==> src/rtl/isc_regs.vh <==
// Register map, field positions, reset values and timing counts of the
// two-wire slave control block. Definitions only; included by the RTL.
`ifndef ISC_REGS_VH
`define ISC_REGS_VH

// Register byte offsets on the peripheral bus
`define ISC_OFF_CTRLP 6'h00
`define ISC_OFF_CTRLS 6'h04
`define ISC_OFF_SYNC 6'h1C
`define ISC_OFF_DATA 6'h28
`define ISC_RST_CTRL 32'h00000000

// Primary control fields
`define ISC_B_SOFT_RESET 0
`define ISC_B_ENABLE 1
`define ISC_F_MODE 4:2
`define ISC_B_STBY 7
`define ISC_B_FOURW 16
`define ISC_F_HOLD 21:20
`define ISC_B_CUMTO 23
`define ISC_F_SPEED 25:24
`define ISC_B_STRETCH_AFTER_ACK_SEL 27
`define ISC_B_LOWTO 30
`define ISC_MODE_SLAVE 3'h4

// Secondary control fields
`define ISC_B_AUTO_ACK_ON_READ_EN 8
`define ISC_F_CMD 17:16
`define ISC_B_ACK_RESPONSE_SEL 18
`define ISC_CMD_DONE 2'h2
`define ISC_CMD_NEXT 2'h3

// Timing: clock period and time-out limits
`define ISC_CLK_NS 50
`define ISC_LOWTO_MS 25
`define ISC_CUMTO_MS 25
`define ISC_LOWTO_CYC (`ISC_LOWTO_MS * 1000000 / `ISC_CLK_NS)
`define ISC_CUMTO_CYC (`ISC_CUMTO_MS * 1000000 / `ISC_CLK_NS)
// Hold windows in cycles: least time of each window, rounded up
`define ISC_HOLD1_CYC 4'h1
`define ISC_HOLD2_CYC 4'h6
`define ISC_HOLD3_CYC 4'h8
`define ISC_SYNC_CYC 4'h4
`define ISC_FIFO_W 8
`define ISC_FIFO_D 32

`endif

==> src/rtl/isc_slave.v <==
// Two-wire slave port with its control registers and a receive FIFO.
// Assumes a zero-wait peripheral bus on clk_sys and open-drain pads
// outside that resolve the line levels from the output enables.
`timescale 1ns/10ps
`include "isc_regs.vh"

module isc_fifo #(
    parameter W = 8,
    parameter D = 32,
    parameter AW = 5
) (
    // Clock and reset
    input wire clk_sys,
    input wire rst,
    // Fill side
    input wire inValid,
    output wire inReady,
    input wire [W-1:0] inData,
    // Drain side
    output wire outValid,
    input wire outReady,
    output wire [W-1:0] outData
);
    reg [W-1:0] mem [0:D-1];
    reg [AW-1:0] wrPtr_q;
    reg [AW-1:0] rdPtr_q;
    reg [AW:0] count_q;
    wire push = inValid & inReady;
    wire pop = outValid & outReady;

    // Full and empty come straight from the occupancy count
    assign inReady = (count_q != D);
    assign outValid = (count_q != 0);
    assign outData = mem[rdPtr_q];

    // Storage has no reset; only pointers and count need a defined state
    always @(posedge clk_sys) begin
        if (push) begin
            mem[wrPtr_q] <= inData;
        end
    end

    // Pointer and count update
    always @(posedge clk_sys) begin
        if (rst) begin
            wrPtr_q <= {AW{1'b0}};
            rdPtr_q <= {AW{1'b0}};
            count_q <= {(AW+1){1'b0}};
        end else begin
            if (push) wrPtr_q <= wrPtr_q + 1'b1;
            if (pop) rdPtr_q <= rdPtr_q + 1'b1;
            if (push & ~pop) count_q <= count_q + 1'b1;
            else if (pop & ~push) count_q <= count_q - 1'b1;
        end
    end
endmodule // isc_fifo

module isc_slave #(
    parameter LOW_TO_CYC = `ISC_LOWTO_CYC,
    parameter CUM_TO_CYC = `ISC_CUMTO_CYC
) (
    // Clock and reset
    input wire clk_sys,
    input wire rst,
    // Peripheral bus
    input wire psel,
    input wire penable,
    input wire pwrite,
    input wire [5:0] paddr,
    input wire [31:0] pwdata,
    input wire [3:0] pstrb,
    output reg [31:0] prdata,
    output wire pready,
    output wire pslverr,
    // Serial pins, open drain
    input wire sclIn,
    output wire sclOut,
    output wire sclOe,
    input wire sdaIn,
    output wire sdaOut,
    output wire sdaOe,
    // System side
    input wire [6:0] slaveAddr,
    input wire standbySleep,
    input wire wakeEnable,
    output reg wakeReq,
    output wire fourWireSel,
    output wire [1:0] speedClass,
    output wire portEnabled,
    output wire byteReadyFlag,
    output wire addressHitFlag,
    output wire stopReceivedFlag
);
    localparam S_IDLE = 4'h1;
    localparam S_SHIFT = 4'h2;
    localparam S_WAIT = 4'h4;
    localparam S_ACK = 4'h8;

    // Byte-lane merge, used by the primary control register only
    function [31:0] laneMerge;
        input [31:0] old;
        input [31:0] nw;
        input [3:0] strb;
        integer i;
        begin
            laneMerge = old;
            for (i = 0; i < 4; i = i + 1) begin
                if (strb[i]) laneMerge[i*8 +: 8] = nw[i*8 +: 8];
            end
        end
    endfunction

    // Control state
    reg [31:0] ctrlP_q;
    reg ackSel_q;
    reg autoAck_q;
    reg enActive_q;
    reg enBusy_q;
    reg swBusy_q;
    reg [3:0] syncCnt_q;
    reg byteRdy_q;
    reg addrHit_q;
    reg stopRx_q;
    // Serial engine state
    reg [2:0] sclSync_q;
    reg [2:0] sdaSync_q;
    reg [3:0] state_q;
    reg [3:0] bitCnt_q;
    reg [7:0] shift_q;
    reg isAddr_q;
    reg nacked_q;
    reg seen_q;
    reg inFrame_q;
    reg sawRise_q;
    reg sdaWant_q;
    reg sdaDrv_q;
    reg [3:0] holdCnt_q;
    reg [3:0] holdCyc;
    reg [18:0] lowCnt_q;
    reg [18:0] cumCnt_q;
    // Receive FIFO handshake and head byte
    wire fifoReady;
    wire fifoValid;
    wire [7:0] fifoData;

    // Bus decode; zero-wait, errors only for writes during soft reset
    wire acc = psel & penable;
    wire wrAcc = acc & pwrite & ~swBusy_q;
    wire hitP = (paddr == `ISC_OFF_CTRLP);
    wire hitS = (paddr == `ISC_OFF_CTRLS);
    wire hitD = (paddr == `ISC_OFF_DATA);
    wire [31:0] mergeP = laneMerge(ctrlP_q, pwdata, pstrb);
    wire swSet = wrAcc & hitP & pstrb[0] & pwdata[`ISC_B_SOFT_RESET];
    wire lockOpen = ~enActive_q & ~ctrlP_q[`ISC_B_ENABLE];
    wire [1:0] cmdWr = pstrb[2] ? pwdata[`ISC_F_CMD] : 2'h0;
    wire cmdGo = wrAcc & hitS & cmdWr[1];
    wire dataRd = acc & ~pwrite & hitD & ~swBusy_q;
    wire smartGo = dataRd & autoAck_q;
    wire swGo = cmdGo | smartGo;
    wire swDone = swBusy_q & (syncCnt_q == `ISC_SYNC_CYC);
    wire rstAll = rst | swDone;

    assign pready = 1'b1;
    assign pslverr = acc & pwrite & swBusy_q;

    // Control register writes, enable and soft-reset synchronisation
    always @(posedge clk_sys) begin
        if (rstAll) begin
            ctrlP_q <= `ISC_RST_CTRL;
            ackSel_q <= 1'b0;
            autoAck_q <= 1'b0;
            enActive_q <= 1'b0;
            enBusy_q <= 1'b0;
            swBusy_q <= 1'b0;
            syncCnt_q <= 4'h0;
        end else if (swSet) begin
            swBusy_q <= 1'b1;
            ctrlP_q[`ISC_B_SOFT_RESET] <= 1'b1;
            syncCnt_q <= 4'h0;
        end else if (swBusy_q) begin
            syncCnt_q <= syncCnt_q + 4'h1;
        end else begin
            if (wrAcc & hitP) begin
                if (lockOpen) begin
                    ctrlP_q <= mergeP & 32'h4BB1009C;
                end
                if (pstrb[0]) begin
                    ctrlP_q[`ISC_B_ENABLE] <= pwdata[`ISC_B_ENABLE];
                    enBusy_q <= 1'b1;
                    syncCnt_q <= 4'h0;
                end
            end else if (enBusy_q) begin
                syncCnt_q <= syncCnt_q + 4'h1;
                if (syncCnt_q == `ISC_SYNC_CYC) begin
                    enActive_q <= ctrlP_q[`ISC_B_ENABLE];
                    enBusy_q <= 1'b0;
                end
            end
            if (wrAcc & hitS) begin
                if (pstrb[2]) ackSel_q <= pwdata[`ISC_B_ACK_RESPONSE_SEL];
                if (pstrb[1] & lockOpen) autoAck_q <= pwdata[`ISC_B_AUTO_ACK_ON_READ_EN];
            end
        end
    end

    // Read data is captured in the setup phase; reset values while busy
    always @(posedge clk_sys) begin
        if (rst) begin
            prdata <= 32'h00000000;
        end else if (psel & ~penable & ~pwrite) begin
            prdata <= 32'h00000000;
            if (!swBusy_q) begin
                case (paddr)
                    `ISC_OFF_CTRLP: prdata <= ctrlP_q;
                    `ISC_OFF_CTRLS: prdata <= {13'h0000, ackSel_q, 2'h0,
                        7'h00, autoAck_q, 8'h00};
                    `ISC_OFF_SYNC: prdata <= {30'h00000000, enBusy_q,
                        swBusy_q};
                    `ISC_OFF_DATA: prdata <= {24'h000000,
                        fifoValid ? fifoData : 8'h00};
                    default: prdata <= 32'h00000000;
                endcase
            end
        end
    end

    // Two-flop synchronisers; stage 2 and 3 feed the edge finders
    always @(posedge clk_sys) begin
        if (rst) begin
            sclSync_q <= 3'h7;
            sdaSync_q <= 3'h7;
        end else begin
            sclSync_q <= {sclSync_q[1:0], sclIn};
            sdaSync_q <= {sdaSync_q[1:0], sdaIn};
        end
    end

    wire scl = sclSync_q[1];
    wire sda = sdaSync_q[1];
    wire sclRise = scl & ~sclSync_q[2];
    wire sclFall = ~scl & sclSync_q[2];
    wire startSeen = scl & sclSync_q[2] & ~sda & sdaSync_q[2];
    wire stopSeen = scl & sclSync_q[2] & sda & ~sdaSync_q[2];
    wire active = enActive_q & (ctrlP_q[`ISC_F_MODE] == `ISC_MODE_SLAVE);
    wire dropRx = standbySleep & ~ctrlP_q[`ISC_B_STBY];
    wire stretchLate = ctrlP_q[`ISC_B_STRETCH_AFTER_ACK_SEL];
    wire lowTo = ctrlP_q[`ISC_B_LOWTO] & (lowCnt_q == LOW_TO_CYC);
    wire cumTo = ctrlP_q[`ISC_B_CUMTO] & (cumCnt_q > CUM_TO_CYC);
    wire byteDone = (bitCnt_q == 4'h8) & ~scl;
    wire canPush = isAddr_q | fifoReady;
    wire pushByte = (state_q == S_SHIFT) & byteDone & ~isAddr_q & fifoReady;
    wire addrMatch = (state_q == S_SHIFT) & byteDone & isAddr_q &
        (shift_q[7:1] == slaveAddr) & ~shift_q[0];

    // Low-time counters; flags are untouched by either time-out
    always @(posedge clk_sys) begin
        if (rstAll | ~active) begin
            lowCnt_q <= 19'h00000;
            cumCnt_q <= 19'h00000;
            inFrame_q <= 1'b0;
        end else begin
            lowCnt_q <= (scl | lowTo) ? 19'h00000 : lowCnt_q + 19'h00001;
            if (startSeen) inFrame_q <= 1'b1;
            else if (stopSeen | cumTo) inFrame_q <= 1'b0;
            if (startSeen | ~inFrame_q) cumCnt_q <= 19'h00000;
            else if (~scl & ~cumTo) cumCnt_q <= cumCnt_q + 19'h00001;
        end
    end

    // Serial engine: address, data shift, software stretch, ack bit
    always @(posedge clk_sys) begin
        if (rstAll | ~active | lowTo | cumTo | dropRx) begin
            state_q <= S_IDLE;
            bitCnt_q <= 4'h0;
            shift_q <= 8'h00;
            isAddr_q <= 1'b0;
            nacked_q <= 1'b0;
            sawRise_q <= 1'b0;
            sdaWant_q <= 1'b0;
        end else if (startSeen) begin
            state_q <= S_SHIFT;
            bitCnt_q <= 4'h0;
            isAddr_q <= 1'b1;
            sdaWant_q <= 1'b0;
        end else if (stopSeen) begin
            state_q <= S_IDLE;
            sdaWant_q <= 1'b0;
        end else begin
            case (state_q)
                S_IDLE: state_q <= S_IDLE;
                S_SHIFT: begin
                    if (sclRise && bitCnt_q != 4'h8) begin
                        shift_q <= {shift_q[6:0], sda};
                        bitCnt_q <= bitCnt_q + 4'h1;
                    end else if (byteDone & canPush) begin
                        if (isAddr_q & ~addrMatch) begin
                            state_q <= S_IDLE;
                        end else if (stretchLate) begin
                            state_q <= S_ACK;
                            nacked_q <= ackSel_q;
                            sdaWant_q <= ~ackSel_q;
                            sawRise_q <= 1'b0;
                        end else begin
                            state_q <= S_WAIT;
                        end
                    end
                end
                S_WAIT: begin
                    if (swGo & stretchLate) begin
                        state_q <= nacked_q ? S_IDLE : S_SHIFT;
                        bitCnt_q <= 4'h0;
                        isAddr_q <= 1'b0;
                    end else if (swGo) begin
                        state_q <= S_ACK;
                        nacked_q <= ackSel_q;
                        sdaWant_q <= ~ackSel_q;
                        sawRise_q <= 1'b0;
                    end
                end
                S_ACK: begin
                    if (sclRise) sawRise_q <= 1'b1;
                    if (sclFall & sawRise_q) begin
                        sdaWant_q <= 1'b0;
                        bitCnt_q <= 4'h0;
                        if (stretchLate) begin
                            state_q <= S_WAIT;
                        end else begin
                            state_q <= nacked_q ? S_IDLE : S_SHIFT;
                            isAddr_q <= 1'b0;
                        end
                    end
                end
                default: state_q <= S_IDLE;
            endcase
        end
    end

    // Data line changes wait out the selected hold after the clock falls
    always @(posedge clk_sys) begin
        if (rstAll) begin
            sdaDrv_q <= 1'b0;
            holdCnt_q <= 4'h0;
        end else if (sdaWant_q == sdaDrv_q) begin
            holdCnt_q <= 4'h0;
        end else if (holdCnt_q >= holdCyc) begin
            sdaDrv_q <= sdaWant_q;
            holdCnt_q <= 4'h0;
        end else begin
            holdCnt_q <= holdCnt_q + 4'h1;
        end
    end

    // Hold window in cycles, least times rounded up
    always @* begin
        case (ctrlP_q[`ISC_F_HOLD])
            2'h1: holdCyc = `ISC_HOLD1_CYC;
            2'h2: holdCyc = `ISC_HOLD2_CYC;
            2'h3: holdCyc = `ISC_HOLD3_CYC;
            default: holdCyc = 4'h0;
        endcase
    end

    // Flags: set by the engine, cleared by commands; set wins the tie
    always @(posedge clk_sys) begin
        if (rstAll) begin
            byteRdy_q <= 1'b0;
            addrHit_q <= 1'b0;
            stopRx_q <= 1'b0;
            seen_q <= 1'b0;
            wakeReq <= 1'b0;
        end else begin
            byteRdy_q <= pushByte | (byteRdy_q & ~cmdGo);
            addrHit_q <= addrMatch | (addrHit_q & ~cmdGo);
            stopRx_q <= (stopSeen & seen_q) | (stopRx_q & ~cmdGo);
            if (addrMatch) seen_q <= 1'b1;
            else if (stopSeen) seen_q <= 1'b0;
            wakeReq <= addrMatch & standbySleep & wakeEnable;
        end
    end

    // Received data bytes; a full FIFO holds the clock low before ack
    isc_fifo #(
        .W(`ISC_FIFO_W),
        .D(`ISC_FIFO_D),
        .AW(5)
    ) u_fifo (
        .clk_sys(clk_sys),
        .rst(rstAll),
        .inValid(pushByte),
        .inReady(fifoReady),
        .inData(shift_q),
        .outValid(fifoValid),
        .outReady(dataRd),
        .outData(fifoData)
    );

    // Clock is stretched in the wait state or while the FIFO is full;
    // the ack level settles first, since a data change with the clock
    // high would read as START or STOP
    assign sclOe = (state_q == S_WAIT) |
        ((state_q == S_ACK) & (sdaDrv_q != sdaWant_q)) |
        ((state_q == S_SHIFT) & byteDone & ~canPush);
    assign sclOut = 1'b0;
    assign sdaOe = sdaDrv_q;
    assign sdaOut = 1'b0;
    assign fourWireSel = ctrlP_q[`ISC_B_FOURW];
    assign speedClass = ctrlP_q[`ISC_F_SPEED];
    assign portEnabled = enActive_q;
    assign byteReadyFlag = byteRdy_q;
    assign addressHitFlag = addrHit_q;
    assign stopReceivedFlag = stopRx_q;
endmodule // isc_slave

==> config.mk <==
export PLATFORM = sky130hd
export DESIGN_NAME = isc_slave
export DESIGN_NICKNAME = d
export VERILOG_FILES = /design/src/rtl/isc_slave.v
export VERILOG_INCLUDE_DIRS = /design/src /design/src/rtl
export SDC_FILE = /design/constraint.sdc
export NUM_CORES = 1
export LEC_CHECK = 0
export ABC_AREA = 0
export BUFFER_PORTS_ARGS = -buffer_cell sky130_fd_sc_hd__buf_4
export CORE_MARGIN = 3
export CORE_UTILIZATION = 40
export CTS_CLUSTER_DIAMETER = 50
export DETAILED_ROUTE_END_ITERATION = 16
export PLACE_DENSITY = 0.56
export SYNTH_ARGS = -nofsm -noshare
export SYNTH_HDL_FRONTEND = slang
export SYNTH_SLANG_ARGS = --single-unit
export TNS_END_PERCENT = 5
==> constraint.sdc <==
create_clock -name clk_sys -period 4.4 [get_ports clk_sys]
set_input_delay 0.22 -clock clk_sys [delete_from_list [all_inputs] [get_ports clk_sys]]
set_output_delay 0.22 -clock clk_sys [all_outputs]
set_load 0.01 [all_outputs]
==> impl_metrics.yaml <==
run_status:
  status: "completed"
yosys:
  synthTopCellsByCount: "edfxtp_1, nor2_1, dfxtp_1"
  yosysMostFrequentCell: "edfxtp_1"
  synth_top_family_by_area: "simple AND/OR/NAND/NOR gates"
  synth.largest_area_cell: "edfxtp_1"
  yosys-top-cells-area: "edfxtp_1, dfxtp_1, mux4_2"
  synth_mux_area_share_pct: 9.92
  yosysTopAreaCellShare_pct: 46.0
  synthArstFlopShare_pct: 0
  synth_simple_gate_area_share_pct: 13.2
  yosysWarningCount: 0
  syn_area_mm2: 0.0167
  ys_seq_area_share_pct: 62.3
  synth_xor_area_share_pct: 3.30
  synth-edff-count: 256
  synth_area_per_cell_um2: 13.2
  yosys.cell_types.count: 73
  syn_inst: 1268
  synth_compound_area_share_pct: 6.49
  synth_fa_ha_area_share_pct: 1.84
  ys_seq_elements: 393
  dominantRegCellSynth: "edfxtp_1"
placed_design:
  place_inst: 1838
  place_ws_ns: 0.865
  hpwl_mm: 26.1
  numPortBuffers: 71
  gp_congestion: 0.844
power:
  ir_drop_v: 0.000288
  switching_share_pct: 20.4
  switchingPower_mw: 1.68
  sequentialPowerShare_pct: 47.3
  leakagePower_nw: 6.03
  p_clk_share_pct: 51.4
  internal_power_mw: 6.54
  power_density_mw_per_mm2: 413
  pwr-share-comb_pct: 1.3
die:
  die_w_um: 211
  die_h_um: 211
  die_area_mm2: 0.0443
  core_area_mm2: 0.0411
  top_level_ports: 104
  start_util_pct: 40.7
  fp-row-count: 74
critical_path:
  worstSetupPathType: "reg2reg"
  critPathMaxFanout: 9
  worstPathArrival_ns: 3.99
  end_kind: "flop"
  required_ns: 4.83
  start_kind: "flop"
  r2r_slack_ns: 0.84
clocking:
  cts_buffers: 48
  clockBufferDepth: 3
  cts_hold_buffers: 37
  clkTransAtPathRegs_ns: 0.06
  cts.sinks: 393
  cts_setup_buffers: 0
  htree_num_levels: 2
  clock-root-buffer: "clkbuf_16"
  cts_resized: 0
  tritoncts: "done"
  clock_latency_ns: 0.59
timing:
  skew_ns: 0.0245
  tightest_slew_ns: 1.08
  period_minus_slack_ns: 3.56
  slew_violations: 0
  setup_viol: 0
  finalCritPeriodShare_pct: 80.9
  max_freq_ghz: 0.281
  finalSetupTns_ns: 0
  setup_ws_ns: 0.843
  hold_ws_ns: 0.0397
  hold_viol_final: 0
  relSlewSlack_pct: 26.2
  rsz0062_at_grt: "no"
detailed_routing:
  vias: 10602
  wl_mm: 40.3
  dr.pass1.iters: 5
  drtIter0Drc: 921
  wl_per_cell_um: 20.5
  drc: 0
  routed_via_density: 5.40
  ant_nets: 0
grt:
  grt_max_degree: 58
  grt_overflow: 0
  globalRouteTotalUtil_pct: 18.1
  first_global_vias: 10547
  antenna_found_initial: 0
  grt_pass1_wl_mm: 61.6
finish:
  syn_to_final_growth_pct: 18.9
  final_core_util_pct: 48.4
  nNetsFinal: 1475
  fillers: 3618
  drive_above_1_share_pct: 18.1
  instances_no_fill: 1964
  diodes: 0
run:
  max_cap_violations: 0
worst_hold_path:
  hold_class: "in2reg"
## critical path, stage by stage, from the launching register on
cell and delay (ns):
dfxtp_1 0.46, nor4b_4 0.47, nand2_1 0.24, nor3b_1 0.23
buf_4 0.21, ha_1 0.32, inv_1 0.15, ha_1 0.31
a21o_1 0.17, a21o_1 0.21, a211o_1 0.30, o211ai_1 0.13
xnor2_1 0.15, nor2_1 0.05
## stage by stage
| step | cell area, um^2 | power [mW] |
|---|---|---|
| after floorplan | 16800 | 4.01 |
| after global placement | 17800 | 4.05 |
| after detailed placement | 17800 | 4.05 |
| after CTS | 19900 | 8.31 |
| after global routing | 19900 | 8.47 |
| final | 19900 | 8.22 |
## layout make-up
cell class,instances,area (um^2),share of cell area (%)
sequential,393,10400,52.5
multi-input combinational,797,5880,29.6
clock buffer,55,1250,6.27
timing repair buffer,127,1060,5.32
tap,532,666,3.35
clock inverter,34,498,2.50
inverter,26,97.6,0.491
## flip-flops by register name, summed over array words and instances (netlist names), 3 cells and up, named ones only
signal	count
u_fifo.rdPtr_q	5
u_fifo.wrPtr_q	5
sclSync_q	3
ctrlP_q	14
u_fifo.mem	256
cumCnt_q	19
u_fifo.count_q	6
sdaSync_q	3
state_q	4
shift_q	8
lowCnt_q	19
holdCnt_q	4
syncCnt_q	4
prdata	18
bitCnt_q	4
## path summary, 6_finish.rpt
path	startpoint	endpoint	depth (start not counted)
worst min-delay path	pstrb[2]	ctrlP_q[20]$_SDFFE_PP0P_	4
worst min register to register	sdaSync_q[0]$_SDFF_PP1_	sdaSync_q[1]$_SDFF_PP1_	1
worst max-delay path	state_q[1]$_SDFFE_PP0P_	u_fifo.count_q[5]$_SDFFE_PP0P_	13
worst max register to register	state_q[1]$_SDFFE_PP0P_	u_fifo.count_q[5]$_SDFFE_PP0P_	13
## kinds of logic after synthesis
| kind of cell | count (synthesis) |
|---|---|
| and+or+nand+nor | 441 |
| DFF | 393 |
| AOI/OAI and AO/OA | 154 |
| muxes | 98 |
| buffers and inverters | 93 |
| xor gates and xnor gates | 63 |
| adders and majority gates | 24 |
| other | 2 |
## placed cells by master, fill, tap and decap left out, types with 11 or more instances in the layout
master	count
a21o_1	11
a21oi_1	39
a22oi_1	13
and3_1	18
buf_4	89
clkbuf_16	48
conb_1	17
dfxtp_1	133
dlygate4sd3_1	37
edfxtp_1	256
ha_1	23
inv_1	26
mux2i_1	42
mux4_2	54
nand2_1	92
nand3_1	52
nand4_1	18
nor2_1	157
nor4_1	11
or2_2	13
xnor2_1	20
xor2_1	43
## routing by layer
metal | wire [um] | vias to the layer above | GRT usage, %
met5 | 0 | - | 0
met3 | 2160 | 83 | 3.66
li1 | - | 4976 | -
met1 | 18500 | 5252 | 25.2
met2 | 18400 | 291 | 28.5
met4 | 1280 | 0 | 6.17
## power by group through the flow
stage                     clock, mW  sequential [mW]  combinational [mW]
after global placement            0             3.96              0.0872
after detailed placement          0             3.96              0.0871
after global routing           4.47             3.88               0.113
final                          4.23             3.89               0.104
after floorplan                   0             3.96              0.0485
after CTS                      4.32             3.89               0.103
(Power assumes the default switching activity.)
